**config.mk**
```make
export PLATFORM = sky130hd
export DESIGN_NAME = port_m_pin_priority_mux
export DESIGN_NICKNAME = d
export VERILOG_FILES = /design/src/design/port_m_pkg.sv /design/src/design/pin_sync.sv /design/src/design/port_m_pin_priority_mux.sv
export SDC_FILE = /design/constraint.sdc
export NUM_CORES = 1
export LEC_CHECK = 0
export BUFFER_PORTS_ARGS = -buffer_cell sky130_fd_sc_hd__buf_2
export CAP_MARGIN = 20
export CORE_UTILIZATION = 45
export CTS_BUF_LIST = sky130_fd_sc_hd__clkbuf_8 sky130_fd_sc_hd__clkbuf_16
export CTS_CLUSTER_DIAMETER = 150
export DETAILED_ROUTE_END_ITERATION = 7
export MAX_ROUTING_LAYER = met4
export PLACE_DENSITY = 0.79
export SLEW_MARGIN = 5
export SYNTH_ARGS = -nofsm -noshare
export SYNTH_HDL_FRONTEND = slang
export SYNTH_SLANG_ARGS = --single-unit
```
**constraint.sdc**
```tcl
create_clock -name hclk -period 2.85 [get_ports hclk]
set_input_delay 0.1425 -clock hclk [delete_from_list [all_inputs] [get_ports hclk]]
set_output_delay 0.1425 -clock hclk [all_outputs]
set_load 0.02 [all_outputs]
```
**src/design/port_m_pkg.sv**
```systemverilog
// Shared constants and carrier types for the upper port M pin multiplexer.
// Assumes one bus clock, AHB-Lite register access and peripherals on the same clock.
// Functional notes
// - The block sets pin drive direction and resolves which function owns each shared pin.
// - The data register is eight bits at 0x0250, read and written at any time, zero after reset.
// - Pin 7 carries transmit and pin 6 receive of the third CAN, routed fifth CAN and fourth serial unit.
// - On pins 7 and 6 the third CAN beats the routed fifth CAN, which beats the serial unit, then GPIO.
// - Pin 5 carries transmit of the second CAN, routed first and fifth CAN, and the routed SPI clock.
// - Pin 5 order is second CAN, routed first CAN, routed fifth CAN, routed SPI, then GPIO.
// - A pin that no enabled peripheral claims is GPIO driven from its data register bit.
// - A data bit reads the stored value when its direction bit is 1, else the buffered pin level.
package port_m_pkg;

    localparam int unsigned PIN_COUNT = 8;

    // Register byte addresses
    localparam logic [11:0] ADDR_DATA = 12'h250;
    localparam logic [11:0] ADDR_DIR = 12'h260;
    localparam logic [11:0] ADDR_ROUTE = 12'h264;
    localparam logic [11:0] ADDR_OWNER = 12'h268;

    // Reset values
    localparam logic [7:0] DATA_RESET = 8'h00;
    localparam logic [7:0] DIR_RESET = 8'h00;
    localparam logic [3:0] ROUTE_RESET = 4'h0;
    localparam logic [7:0] OE_N_RESET = 8'hff;

    // Route register bit positions
    localparam int unsigned ROUTE_FIFTH_CAN_CONTROLLER_HI = 0;
    localparam int unsigned ROUTE_FIFTH_CAN_CONTROLLER_MID = 1;
    localparam int unsigned ROUTE_FIRST_CAN_CONTROLLER_MID = 2;
    localparam int unsigned ROUTE_FIRST_SPI_UNIT_MID = 3;

    // Owner status field positions
    localparam int unsigned OWNER_HI_LSB = 0;
    localparam int unsigned OWNER_MID_LSB = 4;

    // Pin positions
    localparam int unsigned PIN_TX_HI = 7;
    localparam int unsigned PIN_RX_HI = 6;
    localparam int unsigned PIN_MID = 5;

    // Levels a peripheral sees when it does not own its pin
    localparam logic CAN_RX_IDLE = 1'b1;
    localparam logic SCI_RX_IDLE = 1'b1;
    localparam logic SPI_SCK_IDLE = 1'b0;

    typedef enum logic [2:0] {
        own_gpio,
        own_third_can_controller,
        own_fifth_can_controller,
        own_fourth_serial_interface,
        own_second_can_controller,
        own_first_can_controller,
        own_first_spi_unit
    } owner_e;

    typedef enum logic [2:0] {
        reg_none,
        reg_data,
        reg_dir,
        reg_route,
        reg_owner
    } reg_e;

    // Signals from the peripherals toward the pins
    typedef struct packed {
        logic third_can_enable;
        logic third_can_transmit_line;
        logic fifth_can_enable;
        logic fifth_can_transmit_line;
        logic fourth_serial_enable;
        logic serial_transmit_line;
        logic second_can_enable;
        logic second_can_transmit_line;
        logic first_can_enable;
        logic first_can_transmit_line;
        logic first_spi_enable;
        logic first_spi_sck_out;
        logic first_spi_sck_drive;
    } periph_out_s;

    // Signals from the pins toward the peripherals
    typedef struct packed {
        logic third_can_receive_line;
        logic fifth_can_receive_line;
        logic serial_receive_line;
        logic first_spi_sck_in;
    } periph_in_s;

endpackage

```
**src/design/pin_sync.sv**
```systemverilog
// Two-stage synchroniser for the raw port pin levels.
// Assumes pins change with no relation to hclk.
`timescale 1ns/1ns
module pin_sync
    import port_m_pkg::*;
(
    input wire logic hclk,
    input wire logic hresetn,
    input wire logic [port_m_pkg::PIN_COUNT-1:0] pin_raw,
    output logic [port_m_pkg::PIN_COUNT-1:0] pin_sync_q
);
    typedef struct packed {
        logic [PIN_COUNT-1:0] stage1;
        logic [PIN_COUNT-1:0] stage2;
    } sync_state_s;

    sync_state_s st_q;
    sync_state_s st_d;

    // First stage feeds only the second stage
    always_comb
    begin
        st_d = st_q;
        for (int i = 0; i < PIN_COUNT; i++)
        begin
            st_d.stage1[i] = pin_raw[i];
            st_d.stage2[i] = st_q.stage1[i];
        end
    end

    always_ff @(posedge hclk or negedge hresetn)
    begin
        if (!hresetn)
            st_q <= '0;
        else
            st_q <= st_d;
    end

    assign pin_sync_q = st_q.stage2;
endmodule

```
**src/design/port_m_pin_priority_mux.sv**
```systemverilog
// Upper port M pin multiplexer with GPIO data, direction and routing registers.
// Assumes an AHB-Lite master on hclk and peripherals clocked by hclk.
`timescale 1ns/1ns
module port_m_pin_priority_mux
    import port_m_pkg::*;
(
    input wire logic hclk,
    input wire logic hresetn,
    input wire logic hsel,
    input wire logic [31:0] haddr,
    input wire logic [1:0] htrans,
    input wire logic hwrite,
    input wire logic [2:0] hsize,
    input wire logic [31:0] hwdata,
    input wire logic hready,
    output logic [31:0] hrdata,
    output logic hreadyout,
    output logic hresp,
    input wire port_m_pkg::periph_out_s periph_out,
    output port_m_pkg::periph_in_s periph_in,
    input wire logic [port_m_pkg::PIN_COUNT-1:0] pin_in,
    output logic [port_m_pkg::PIN_COUNT-1:0] pin_out,
    output logic [port_m_pkg::PIN_COUNT-1:0] pin_oe_n
);
    import port_m_pkg::*;

    typedef struct packed {
        logic [7:0] data;
        logic [7:0] dir;
        logic [3:0] route;
        logic [7:0] pin_out;
        logic [7:0] pin_oe_n;
        periph_in_s rx;
        logic [2:0] owner_hi;
        logic [2:0] owner_mid;
        logic wr_pend;
        reg_e wr_sel;
        logic [31:0] rdata;
    } mux_state_s;

    mux_state_s st_q;
    mux_state_s st_d;
    logic [PIN_COUNT-1:0] pin_level;
    owner_e hi_owner;
    owner_e mid_owner;
    logic addr_phase;
    reg_e addr_sel;
    logic [7:0] data_view;
    logic [7:0] dir_view;
    logic [3:0] route_view;

    // Word address decode, shared by the write and read paths
    function automatic reg_e decode_addr(input logic [31:0] addr);
        reg_e sel;
        sel = reg_none;
        if (addr[31:12] == 20'h00000)
        begin
            case (addr[11:0])
                ADDR_DATA: sel = reg_data;
                ADDR_DIR: sel = reg_dir;
                ADDR_ROUTE: sel = reg_route;
                ADDR_OWNER: sel = reg_owner;
                default: sel = reg_none;
            endcase
        end
        return sel;
    endfunction

    // Owner of pins 7 and 6, highest priority first
    function automatic owner_e pick_hi(input periph_out_s p, input logic [3:0] route);
        owner_e o;
        if (p.third_can_enable)
            o = own_third_can_controller;
        else if (p.fifth_can_enable && route[ROUTE_FIFTH_CAN_CONTROLLER_HI])
            o = own_fifth_can_controller;
        else if (p.fourth_serial_enable)
            o = own_fourth_serial_interface;
        else
            o = own_gpio;
        return o;
    endfunction

    // Owner of pin 5, highest priority first
    function automatic owner_e pick_mid(input periph_out_s p, input logic [3:0] route);
        owner_e o;
        if (p.second_can_enable)
            o = own_second_can_controller;
        else if (p.first_can_enable && route[ROUTE_FIRST_CAN_CONTROLLER_MID])
            o = own_first_can_controller;
        else if (p.fifth_can_enable && route[ROUTE_FIFTH_CAN_CONTROLLER_MID])
            o = own_fifth_can_controller;
        else if (p.first_spi_enable && route[ROUTE_FIRST_SPI_UNIT_MID])
            o = own_first_spi_unit;
        else
            o = own_gpio;
        return o;
    endfunction

    // Pins come from outside the clock domain
    pin_sync u_pin_sync
    (
        .hclk(hclk),
        .hresetn(hresetn),
        .pin_raw(pin_in),
        .pin_sync_q(pin_level)
    );

    // Arbitration uses the live enables so a pin changes owner one cycle later
    assign hi_owner = pick_hi(periph_out, st_q.route);
    assign mid_owner = pick_mid(periph_out, st_q.route);

    // Address phase qualified by the bus-wide ready
    assign addr_phase = hsel && htrans[1] && hready;
    assign addr_sel = decode_addr(haddr);

    // Forward a write still in its data phase to a read right behind it
    always_comb
    begin
        data_view = st_q.data;
        dir_view = st_q.dir;
        route_view = st_q.route;
        if (st_q.wr_pend)
        begin
            case (st_q.wr_sel)
                reg_data: data_view = hwdata[7:0];
                reg_dir: dir_view = hwdata[7:0];
                reg_route: route_view = hwdata[3:0];
                default: data_view = st_q.data;
            endcase
        end
    end

    // Next state of registers, pins and peripheral inputs
    always_comb
    begin
        st_d = st_q;

        // Data phase of a write lands in its register
        st_d.data = data_view;
        st_d.dir = dir_view;
        st_d.route = route_view;

        // Address phase: remember writes, prepare read data now for zero wait
        st_d.wr_pend = addr_phase && hwrite;
        st_d.wr_sel = addr_sel;
        st_d.rdata = st_q.rdata;
        if (addr_phase && !hwrite)
        begin
            case (addr_sel)
                reg_data:
                begin
                    for (int i = 0; i < PIN_COUNT; i++)
                    begin
                        if (dir_view[i])
                            st_d.rdata[i] = data_view[i];
                        else
                            st_d.rdata[i] = pin_level[i];
                    end
                    st_d.rdata[31:8] = 24'h000000;
                end
                reg_dir: st_d.rdata = {24'h000000, dir_view};
                reg_route: st_d.rdata = {28'h0000000, route_view};
                reg_owner:
                begin
                    st_d.rdata = 32'h00000000;
                    st_d.rdata[OWNER_HI_LSB +: 3] = st_q.owner_hi;
                    st_d.rdata[OWNER_MID_LSB +: 3] = st_q.owner_mid;
                end
                default: st_d.rdata = 32'h00000000;
            endcase
        end

        // GPIO default for every pin: data bit out, direction bit drives
        for (int i = 0; i < PIN_COUNT; i++)
        begin
            st_d.pin_out[i] = st_q.data[i];
            st_d.pin_oe_n[i] = ~st_q.dir[i];
        end

        // Pins 7 and 6: transmit out on 7, receive in on 6
        case (hi_owner)
            own_third_can_controller:
            begin
                st_d.pin_out[PIN_TX_HI] = periph_out.third_can_transmit_line;
                st_d.pin_oe_n[PIN_TX_HI] = 1'b0;
                st_d.pin_oe_n[PIN_RX_HI] = 1'b1;
            end
            own_fifth_can_controller:
            begin
                st_d.pin_out[PIN_TX_HI] = periph_out.fifth_can_transmit_line;
                st_d.pin_oe_n[PIN_TX_HI] = 1'b0;
                st_d.pin_oe_n[PIN_RX_HI] = 1'b1;
            end
            own_fourth_serial_interface:
            begin
                st_d.pin_out[PIN_TX_HI] = periph_out.serial_transmit_line;
                st_d.pin_oe_n[PIN_TX_HI] = 1'b0;
                st_d.pin_oe_n[PIN_RX_HI] = 1'b1;
            end
            default:
            begin
                st_d.pin_out[PIN_TX_HI] = st_q.data[PIN_TX_HI];
            end
        endcase

        // Pin 5: CAN transmit drives, SPI clock drives only as master
        case (mid_owner)
            own_second_can_controller:
            begin
                st_d.pin_out[PIN_MID] = periph_out.second_can_transmit_line;
                st_d.pin_oe_n[PIN_MID] = 1'b0;
            end
            own_first_can_controller:
            begin
                st_d.pin_out[PIN_MID] = periph_out.first_can_transmit_line;
                st_d.pin_oe_n[PIN_MID] = 1'b0;
            end
            own_fifth_can_controller:
            begin
                st_d.pin_out[PIN_MID] = periph_out.fifth_can_transmit_line;
                st_d.pin_oe_n[PIN_MID] = 1'b0;
            end
            own_first_spi_unit:
            begin
                st_d.pin_out[PIN_MID] = periph_out.first_spi_sck_out;
                st_d.pin_oe_n[PIN_MID] = ~periph_out.first_spi_sck_drive;
            end
            default:
            begin
                st_d.pin_out[PIN_MID] = st_q.data[PIN_MID];
            end
        endcase

        // Losers see their idle level, never a pin they do not own
        st_d.rx.third_can_receive_line = (hi_owner == own_third_can_controller) ?
            pin_level[PIN_RX_HI] : CAN_RX_IDLE;
        st_d.rx.fifth_can_receive_line = (hi_owner == own_fifth_can_controller) ?
            pin_level[PIN_RX_HI] : CAN_RX_IDLE;
        st_d.rx.serial_receive_line = (hi_owner == own_fourth_serial_interface) ?
            pin_level[PIN_RX_HI] : SCI_RX_IDLE;
        st_d.rx.first_spi_sck_in = (mid_owner == own_first_spi_unit) ?
            pin_level[PIN_MID] : SPI_SCK_IDLE;

        // Owner status for software
        st_d.owner_hi = hi_owner;
        st_d.owner_mid = mid_owner;
    end

    // Single state register; pins float until software or a peripheral claims them
    always_ff @(posedge hclk or negedge hresetn)
    begin
        if (!hresetn)
        begin
            st_q.data <= DATA_RESET;
            st_q.dir <= DIR_RESET;
            st_q.route <= ROUTE_RESET;
            st_q.pin_out <= DATA_RESET;
            st_q.pin_oe_n <= OE_N_RESET;
            st_q.rx.third_can_receive_line <= CAN_RX_IDLE;
            st_q.rx.fifth_can_receive_line <= CAN_RX_IDLE;
            st_q.rx.serial_receive_line <= SCI_RX_IDLE;
            st_q.rx.first_spi_sck_in <= SPI_SCK_IDLE;
            st_q.owner_hi <= own_gpio;
            st_q.owner_mid <= own_gpio;
            st_q.wr_pend <= 1'b0;
            st_q.wr_sel <= reg_none;
            st_q.rdata <= 32'h00000000;
        end
        else
        begin
            st_q <= st_d;
        end
    end

    // Zero-wait slave that always answers OKAY, so ready and response are constant
    logic hreadyout_q;
    logic hresp_q;

    always_ff @(posedge hclk or negedge hresetn)
    begin
        if (!hresetn)
        begin
            hreadyout_q <= 1'b1;
            hresp_q <= 1'b0;
        end
        else
        begin
            hreadyout_q <= 1'b1;
            hresp_q <= 1'b0;
        end
    end

    // Every output comes straight from a flip-flop, no logic after the register
    assign hrdata = st_q.rdata;
    assign hreadyout = hreadyout_q;
    assign hresp = hresp_q;
    assign periph_in = st_q.rx;
    assign pin_out = st_q.pin_out;
    assign pin_oe_n = st_q.pin_oe_n;
endmodule

```
* After elaboration in Yosys (flattened, before gate mapping) *
Cells that the tools add are included.
Widths: inputs -> output; s select.

word-level totals
  register bits = 98
  bits of input ports = 95
  output and inout port bits = 54
  word-level logic and storage cells = 87

operators by class
  equality and inequality tests = 18
  mux-type cells = 32
  bitwise operators = 9
  reduce and logical (&&, ||, !) cells = 12

operators with widths
  operator              count
  $eq 12x10->1 const B  4
  $mux 8                4
  $pmux 8 s4            1
  $eq 3x2->1 const B    7
  $logic_not 20->1      1
  $mux 3                6
  $eq 3x3->1 const B    4
  $mux 1                12
  $pmux 3 s4            1
  $eq 3x1->1 const B    3
  $not 1->1             9
  $logic_and 1x1->1     8
  $mux 4                2
  $mux 2                3
  $reduce_or 3->1       2
  $pmux 1 s4            1
  $pmux 1 s3            1
  $pmux 1 s2            1
  $logic_not 1->1       1

* Logic depth before layout (Yosys ltp) *
Gate-level depths: netlist (run 1).

  word-level depth = 8
  gate-level depth with buffers = 8
  mapped depth without buffers = 5

* By module *
A second synthesis (run 1) with hierarchy kept.

second synthesis, totals
  cell total of the unflattened synthesis = 325
  area total of the unflattened synthesis = 3584.7 um2

modules (own cells, without submodules)
  module                   instances  cells each  area each (um2)  seq. area each (um2)
  port_m_pin_priority_mux  1          309         3184.3           1440.1
  pin_sync                 1          16          400.4            400.4

* Worst setup path after synthesis (run 1) *
No wires, ideal clock.

  path kind = register -> register
  start = reg st_q[32] (netlist name)
  end = reg st_q, in the netlist hrdata[0]
  setup time = 95 ps
  arrival = 1680 ps
  required time = 2755 ps
  slack = 1075 ps
  cell stages (with the launch flop) = 8
  path buffers = 2
  clock period less this slack = 1775 ps
  cell sequence = dfrtp_1 -> buf_2 -> and4bb_2 -> buf_2 -> mux2i_1 -> o21a_1 -> o41a_1 -> o31ai_1

on the way
  word-level cells in the longest chain between the ends = 5
  elaborated cells between the ends (all ways) = 11
  those cells by class = 3 x eq/ne; 8 x mux

RTL lines
  what                                      RTL line                        text
  start: declaration                        port_m_pin_priority_mux.sv:41   mux_state_s st_q;
  start signal: assignment                  port_m_pin_priority_mux.sv:271  st_q <= st_d;
  $eq 3x1->1 or $eq 3x2->1 (tied branches)  port_m_pin_priority_mux.sv:124  case (st_q.wr_sel)
  $mux 8                                    port_m_pin_priority_mux.sv:124
  $mux 8                                    port_m_pin_priority_mux.sv:122  if (st_q.wr_pend)
  $mux 1                                    port_m_pin_priority_mux.sv:154  if (dir_view[i])
  $pmux 8 s4 *                              port_m_pin_priority_mux.sv:149  case (addr_sel)

Every way passes the cells marked *; elsewhere a longest branch is shown, timed or not.
A chain may end at the register's enable or synchronous reset.

* Worst setup path after layout (run 1) *
  start = reg st_q[32] (netlist name)
  end = reg st_q, in the netlist hrdata[5]

on the way
  word-level cells in the longest chain between the ends = 5
  elaborated cells between the ends (all ways) = 8
  those cells by class = 2 x eq/ne; 6 x mux

RTL lines
  what             RTL line                        text
  $eq 3x2->1 *     port_m_pin_priority_mux.sv:124
  $mux 8 *         port_m_pin_priority_mux.sv:124
  $mux 8 *         port_m_pin_priority_mux.sv:122
  net dir_view[5]  port_m_pin_priority_mux.sv:49   logic [7:0] dir_view;
  $mux 1           port_m_pin_priority_mux.sv:154
  $pmux 8 s4 *     port_m_pin_priority_mux.sv:149

The timed path passes the listed nets; every way through them passes the cells marked *.

==> impl_results.md, run 1 <==
- FF-to-FF Start: st_q[32]
- Reg2Reg Depth: 5
- EDFF count, synth: 0
- Met2 Resource Use GR: 0.346
- TNS Setup: 0 ps
- DR vias/cell: around 5.3
- Skew final: roughly 8.9 ps
- Per-cell routed wire length: about 16 µm
- Syn Area/Cell: approximately 11 µm²
- Internal Power: around 1.8 mW
- Clk slew on worst S/H paths: roughly 80 ps
- CTS resizes: 0
- Initial core utilization: 0.471
- End of the worst hold path: periph_in[2]
- Syn-to-layout area delta: 18.1%
- GRT Util Overall: 0.213
- Switching Fraction: 0.222
- ANT cells: 0
- HP Class: in2reg
- Clock root cell: clkbuf_8
- Clock power share: 0.448
- Die Height: 92.4 µm
- VDD IR max: about 440 µV
- Top cells by area, synth: dfrtp_1 (42%), buf_4 (11%), dfstp_2 (7.9%), mux2_1 (3.4%), mux2i_1 (2.7%)
- Leakage: 2.05 nW
- Layer with the highest usage: met2
- Clock Latency Late Sink: ~340 ps
- Max_slew headroom: 0.416
- Ys flop type: dfrtp_1
- CTS tree: yes
- Drt first-iter violations: roughly 250
- Final core utilization: 0.556
- Critical Path Start Type: register
- Met1 track demand over resource: 0.262
- Worst Path Required: 3060 ps
- CP Class: reg2reg
- H-tree levels: 3
- Global-route wire length before repair: 13,500 µm
- Fmax: around 460 MHz
- IO Count: roughly 150
- Post-synthesis cell area: roughly 3700 µm²
- Reg-to-reg slack, setup: roughly 690 ps
- Via count: 2,774
- Die area: ~8500 µm²
- Final Setup Violations: 0
- Post-route ant nets: 0
- Die X: roughly 92 µm
- Seq/Total Area, Yosys: 0.501
- # clock sinks: 73
- Max-slew violations: 0
- Tcrit/Tclk final: 0.756
- Hold Buf Count CTS: 12
- Critical R2R Capture: hrdata[5]
- Input/output buffers: 94
- Initial antenna violation count: 0
- Synth top area share: 0.422
- CP Capture Type: register
- Yosys warns: 0
- Cell Rows: 32
- Fillers: just under 700
- CORE AREA: a little under 8000 µm²
- Area leader, netlist: dfrtp_1
- Final Hold Vio Count: 0
- Worst Tran Pin Value: between 800 and 900 ps
- Flop pwr share: 0.466
- Gr ovfl total: 0
- Layout cells sized above 1: 0.317
- RSZ-0062 raised after global routing: no
- Post-DP HPWL: about 6100 µm
- Global Route met3 Usage: 0.0452
- Post-CTS Setup Bufs: 0
- Post-layout min period: ~2200 ps
- Critical path peak fanout: 13
- Asr flop ratio synth: 1.00
- Netlist cell types: 56
- Drt total wl: 8210 µm
- Power Total: around 2.3 mW
- Status: finished, final reports clean
- Cell area power density: 532 nW/µm²
- Syn Inst Count: around 340
- Drt drc: 0
- First-pass DRT Iterations: 5
- HP Start: periph_out[10]
- Num CTS Buffers: 9
- Clock tree buffer depth: 2
- Vias in the first global route: approximately 2,800
- Hold Path Stages: 2
- Arrival @ worst endpoint: around 2400 ps
- Combinational Power Share: 0.087
- Yosys reg bits: 73
- Layout Nets: 513
- Largest net degree at the start of global routing: 42
- Switch Pwr: between 500 and 600 µW
- Routability cong.: about 0.90
- Max Cap Viol: 0
critical path: stages, from the launching register on:
cell	delay [ps]
dfrtp_1	510
and4bb_2	550
buf_4	260
mux2_1	380
a32oi_1	210
o21ai_1	100
layer usage:
metal  vias to the layer above  part of all wire
met5                         -                 0
met4                         0             0.012
met3                         8             0.069
met2                       118              0.50
met1                      1356              0.42
li1                       1292                 -
layout by cell type, fill, tap and decap left out, types with 9 or more instances in the layout:
cell and instances:
mux2_1 11, a22oi_1 9, mux2i_1 10, conb_1 26, buf_2 94, nand3_1 11, inv_1 15, nand2_1 22
dlygate4sd3_1 12, dfstp_2 11, nor2b_1 11, clkbuf_8 12, dfrtp_1 62, nor2_1 10
cell usage after synthesis, types with 4 or more instances:
master / count
buf_4: 54
mux2i_1: 10
dfstp_2: 11
nor2b_1: 11
nand2_1: 22
nand3b_1: 4
o211ai_1: 4
o31ai_1: 5
nor2_1: 10
buf_2: 5
mux2_1: 11
nor3b_1: 4
a21oi_1: 6
a211oi_1: 4
dfrtp_1: 62
o21ai_1: 4
inv_1: 15
nor3_1: 4
nor4_1: 7
nand3_1: 11
a22oi_1: 9
o21ai_0: 5
power by group through the flow:
stage / Clock, mW / Combinational [mW] / Sequential [mW]
final: 1.03 / 0.200 / 1.07
after global routing: 1.10 / 0.221 / 1.08
after CTS: 1.06 / 0.201 / 1.07
after detailed placement: 0 / 0.188 / 1.09
after global placement: 0 / 0.182 / 1.09
after floorplan: 0 / 0.127 / 1.09
state kept, by name (all words and copies together), names as in the netlist:
signal and flops:
u_pin_sync.pin_sync_q 8, st_q 23, pin_out 8, hrdata 8, pin_oe_n 8, u_pin_sync.st_d 8, periph_in 4, st_d 6
per-stage QoR:
stage	area (µm²)	hold WS [ps]	cells	setup WS (ps)
global route	4340	23.2	525	607
finish	4340	15.4	525	695
detailed placement	3960	252	497	755
floorplan	3770	-153	360	1070
global placement	3960	246	497	805
CTS	4340	0.305	525	727
cell type report:
class,instances,area [µm²],area share
multi-input cells,207,1410,0.325
inverters,16,60.1,0.0138
flip-flops and latches,73,1840,0.424
repair buffers,111,641,0.148
well taps,102,128,0.0294
clock buffers,12,165,0.0381
clock inverters,4,97.6,0.0225
worst max-delay path by stage:
| stage | start | slack, ps | endpoint |
|---|---|---|---|
| floorplan | st_q[32] | 1070 | hrdata[0] |
| global placement | haddr[8] | 810 | hrdata[1] |
| detailed placement | st_q[32] | 760 | hrdata[5] |
| CTS | st_q[32] | 730 | hrdata[5] |
| global route | st_q[32] | 610 | hrdata[5] |
| finish | st_q[32] | 690 | hrdata[5] |
kinds of logic (layout without fill, tap and decap cells):
logic type      after synthesis  count (layout)  synth area share
simple gates                 93              93             0.157
flops                        73              73             0.501
xor+xnor                      1               1           0.00238
buf+inv                      80             143             0.141
other cells                   2              26           0.00204
compound gates               64              64             0.130
mux                          23              23            0.0671
No activity file was read; power rests on OpenSTA's default activity.
==> inputs of run 2 (changes only) <==
Clock period 2.85 ns to 2.2 ns, I/O delays scaled along.
==> run 2 against run 1 <==
Against the previous run:
- non-clock buffer count is 7 higher
- critical path depth stayed put
- largest cell class unchanged
- clock skew is 1.7 ps lower
- global-route usage is 0.63 points lower
- total power is 21% higher
- count of clock-buffer cells in the layout is 2 lower
- flip-flop and latch count stayed put
==> impl_results.md, run 2 (same netlist as run 1, synthesis figures left out) <==
- Fin cells: between 500 and 600
- Layer with the highest usage: met2
- Max Cap Viol: 0
- Worst Path Required: approximately 2400 ps
- Vias in the first global route: around 2,700
- Die area: around 8500 µm²
- Final core utilization: 0.558
- ANT cells: 0
- Post-DP HPWL: 6000 µm
- VDD IR max: between 400 and 500 µV
- Setup WS pre-CTS: 272 ps
- Tcrit/Tclk final: 0.879
- Placed insts: roughly 500
- Clock Latency Late Sink: 350 ps
- Routability cong.: roughly 0.9
- Setup slack after layout: around 270 ps
- Global Route met3 Usage: 0.0583
- First-pass DRT Iterations: 5
- Gr ovfl total: 0
- Largest net degree at the start of global routing: 74
- Num CTS Buffers: 9
- Arrival @ worst endpoint: 2160 ps
- Critical path peak fanout: 21
- Clk slew on worst S/H paths: 70 ps
- Most common cell after layout, fill and taps aside: buf_2
- Cell Rows: 32
- TNS Setup: 0 ps
- Cell area power density: around 640 nW/µm²
- Met1 track demand over resource: 0.256
- Skew final: ~7.2 ps
- Initial core utilization: 0.471
- Global-route wire length before repair: approximately 13,000 µm
- Crit-path slowest cell: mux2_1
- DR vias/cell: about 5.2
- CTS tree: yes
- Max_slew headroom: 0.566
- CORE AREA: 7810 µm²
- CP Class: reg2reg
- Critical Path Start Type: register
- RSZ-0062 raised after global routing: no
- CTS resizes: 0
- Via count: 2,761
- # clock sinks: 73
- Die X: ~90 µm
- Drt first-iter violations: roughly 210
- Worst path bufs/invs: 1
- Most flop-heavy register: st_q
- Post-layout min period: 1930 ps
- Die Height: 92.4 µm
- Clock tree buffer depth: 2
- GRT Util Overall: 0.207
- Syn-to-layout area delta: 18.6%
- Drt drc: 0
- Post-route ant nets: 0
- Final Setup Violations: 0
- HP Class: in2reg
- Fmax: between 500 and 600 MHz
- Status: finished, final reports clean
- Layout cells sized above 1: 0.319
- Drt total wl: a little over 8000 µm
- Most frequent cells in the layout: buf_2 (94), dfrtp_1 (62), conb_1 (26)
- Input/output buffers: between 90 and 100
- IO Count: between 100 and 150
- Worst Tran Pin Value: about 640 ps
- Per-cell routed wire length: around 15 µm
- Max FFs per register: 23
- CP Capture Type: register
- Final Hold Vio Count: 0
- Clock root cell: clkbuf_8
- Max-slew violations: 0
- Reg-to-reg slack, setup: approximately 270 ps
- Initial antenna violation count: 0
- Largest delay share family, worst path: multiplexers
- Met2 Resource Use GR: 0.327
- Layout Nets: 520
- CP max stage delay: between 400 and 500 ps
- H-tree levels: 3
- Leakage: approximately 2.1 nW
- Crit path cell chain: buf_4 -> nand4b_1 -> mux2_1 -> a221oi_1 -> o31ai_1
-- run 2: cell types whose count changed in the layout (fill, tap and decap cells not counted), sizes merged --
cell,previous run,this run
inv,16,17
clkinvlp,1,0
clkinv,0,3
clkbuf,12,10
bufinv,3,2
buf,99,103
dlygate4sd3,12,15
-- run 2: worst paths after layout --
| path | from | end | cells past startpoint |
|---|---|---|---|
| worst max-delay path | st_q[33] | hrdata[0] | 5 |
| worst min-delay path | periph_out[2] | periph_in[0] | 3 |
| worst max register to register | st_q[33] | hrdata[0] | 5 |
| worst min register to register | u_pin_sync.st_d[1] | u_pin_sync.pin_sync_q[1] | 0 |
| max in group asynchronous | hresetn | pin_oe_n[1] | 3 |
| min in group asynchronous | hresetn | st_d[58] | 3 |
-- run 2: power breakdown --
group | internal (mW) | switching (mW)
Clock | 0.663 | 0.485
Sequential | 1.38 | 0.0143
Combinational | 0.106 | 0.157
Total | 2.15 | 0.656
-- run 2: worst reg2reg max path, cell delays in order (launching register included) --
cell      delay [ps]
dfrtp_1          350
buf_4            250
nand4b_1         350
mux2_1           470
a221oi_1         290
o31ai_1          100
-- run 2: final cells by class --
cell class                 instances  area [µm²]
clock buffer                      10         138
clock inverter                     6        82.6
fill                             699        3450
inverter                          16        60.1
multi-input combinational        207        1410
sequential                        73        1840
tap                              102         128
timing repair buffer             118         701
-- run 2: through the flow --
stage                     instance area [µm²]  power [mW]  hold WS [ps]
after floorplan                          3770        1.58          -186
after global placement                   3990        1.65           160
after detailed placement                 3990        1.66           167
after CTS                                4360        2.82          17.7
after global routing                     4360        2.93          14.7
final                                    4360        2.80          32.2
-- run 2: what timing repair did --
item | CTS | global route
endpoints found under the hold margin | 75 | 0
setup endpoints to repair | 0 | 0
hold buffers | 15 | 0
buffers inserted | 0 | 0
-- run 2: layer usage --
layer | wire length [µm] | vias up
li1 | - | 1304
met1 | 3530 | 1346
met2 | 3960 | 96
met3 | 454 | 15
met4 | 136 | 0
met5 | 0 | -
==> inputs of run 3 (changes only) <==
Settings changed: CAP_MARGIN 20 to not set, CORE_UTILIZATION 45 to 49, PLACE_DENSITY 0.79 to 0.85.
==> run 3 against run 2 <==
Against the previous run:
- core utilization up 3.9 points
- combinational power is essentially flat
- sequential share of layout area grew 0.23 points
- via count grew 2.8%
- count of clock-buffer cells in the layout rose by 2
- register-to-register slack worse by 70 ps
- largest cell class unchanged
- flip-flop and latch count unchanged
- first-iteration DRC count is 2.8% higher
==> impl_results.md, run 3 (same netlist as run 1, synthesis figures left out) <==
- Skew final: around 5.2 ps
- Tcrit/Tclk final: 0.909
- Reg2Reg Depth: 6
- Cell area power density: roughly 630 nW/µm²
- Die Height: 88.6 µm
- Leakage: roughly 2.1 nW
- CP Class: reg2reg
- Flop pwr share: 0.508
- Placed Area: around 4000 µm²
- Post-route ant nets: 0
- TNS Setup: 0 ps
- HP Class: in2reg
- Drt total wl: roughly 8400 µm
- Max_slew headroom: 0.538
- Clock root cell: clkbuf_8
- Met1 track demand over resource: 0.273
- Largest net degree at the start of global routing: 38
- First-pass DRT Iterations: 5
- Max-slew violations: 0
- Layer with the highest usage: met2
- H-tree levels: 3
- Most common cell after layout, fill and taps aside: buf_2
- Post-layout min period: 2000 ps
- Hold Path Stages: 2
- Arrival @ worst endpoint: about 2200 ps
- VDD IR max: roughly 280 µV
- Max FFs per register: 23
- Internal Power: 2.09 mW
- Critical Path Start Type: register
- Setup WS pre-CTS: between 200 and 250 ps
- Global Route met3 Usage: 0.0550
- CTS resizes: 0
- Most frequent cells in the layout: buf_2 (94), dfrtp_1 (62), conb_1 (26)
- Initial core utilization: 0.507
- Crit path capture: hrdata[3]
- Clock tree buffer depth: 2
- Drt drc: 0
- Final Setup Violations: 0
- ANT cells: 0
- Critical R2R Capture: hrdata[3]
- Num CTS Buffers: 9
- Drt first-iter violations: about 220
- Most flop-heavy register: st_q
- CTS tree: yes
- RSZ-0062 raised after global routing: no
- Max Cap Viol: 0
- Die area: 7850 µm²
- Vias in the first global route: between 2,000 and 3,000
- GRT Util Overall: 0.234
- Switch Pwr: about 650 µW
- Initial antenna violation count: 0
- Clock power share: 0.396
- Reg-to-reg slack, setup: between 150 and 200 ps
- CP Capture Type: register
- Gr ovfl total: 0
- Input/output buffers: 94
- Fmax: around 500 MHz
- FF-to-FF Start: st_q[32]
- Combinational Power Share: 0.096
- Setup slack after layout: around 200 ps
- Clock Latency Late Sink: roughly 350 ps
- Met2 Resource Use GR: 0.397
- Die X: roughly 90 µm
- Critical path peak fanout: 10
- IO Count: between 100 and 150
- Status: finished, final reports clean
- Final core utilization: 0.598
- DR vias/cell: 5.35
- Worst Tran Pin Value: just under 700 ps
- Syn-to-layout area delta: 17.9%
- Layout Nets: approximately 520
- Switching Fraction: 0.237
- # clock sinks: between 70 and 80
- Layout cells sized above 1: 0.320
- CORE AREA: about 7300 µm²
- Final Hold Vio Count: 0
- Setup crit start: st_q[32]
- Routability cong.: approximately 0.89
- Worst Path Required: between 2000 and 2500 ps
- Post-DP HPWL: approximately 5900 µm
- Per-cell routed wire length: around 16 µm
- Hold slack: between 15 and 20 ps
- Via count: around 2,800
- Cell Rows: 31
- Clk slew on worst S/H paths: ~70 ps
- Global-route wire length before repair: 13,200 µm
- Final instance area: between 4000 and 5000 µm²
## run 3: cell types whose count changed in the layout (fill, tap and decap cells not counted)
cell           delta
clkbuf_8          +2
bufinv_16         -1
buf_12            -1
inv_1             +1
clkinv_2          -1
buf_4             +3
clkinv_4          -1
dlygate4sd3_1     -1
## run 3: worst min-delay path by stage
stage,from,endpoint,slack [ps]
2_1_floorplan,hresetn,hrdata[0],-190
3_3_place_gp,hresetn,pin_oe_n[1],80
3_5_place_dp,hresetn,pin_oe_n[1],70
4_1_cts,periph_out[4],st_q[36],8
5_1_grt,hwdata[7],st_q[81],30
6_report,hwdata[7],st_q[81],20
## run 3: area by class of cell
cell class / count / area (µm²)
clock buffer: 12 / 165
clock inverter: 4 / 42.5
fill: 600 / 2920
inverter: 16 / 60.1
multi-input combinational: 207 / 1410
sequential: 73 / 1840
tap: 99 / 124
timing repair buffer: 119 / 693
## run 3: repair_timing
item | CTS | global route
hold endpoints to repair | 76 | 0
hold buffers | 14 | 0
buffers inserted | 0 | 0
## run 3: routing by layer
metal	routed length, µm	up-vias
met2	4360	122
met5	0	-
met1	3420	1389
met4	149	0
met3	455	19
li1	-	1308
## run 3: stage by stage
stage / total power, mW / std cells
finish: 2.74 / 530
global route: 2.83 / 530
CTS: 2.75 / 530
detailed placement: 1.66 / 500
global placement: 1.65 / 500
floorplan: 1.58 / 360
## run 3: power groups by stage
| stage | clock [mW] | sequential, mW | combinational, mW |
|---|---|---|---|
| floorplan | 0 | 1.41 | 0.165 |
| global placement | 0 | 1.42 | 0.234 |
| detailed placement | 0 | 1.42 | 0.240 |
| CTS | 1.09 | 1.39 | 0.261 |
| global route | 1.15 | 1.39 | 0.291 |
| finish | 1.08 | 1.39 | 0.263 |
## run 3: worst max-delay path: stages, from the launching register on
cell,delay (ps)
dfrtp_1,500
and4bb_2,470
buf_4,190
mux2i_1,310
mux2i_1,110
a22oi_1,180
o31ai_1,100
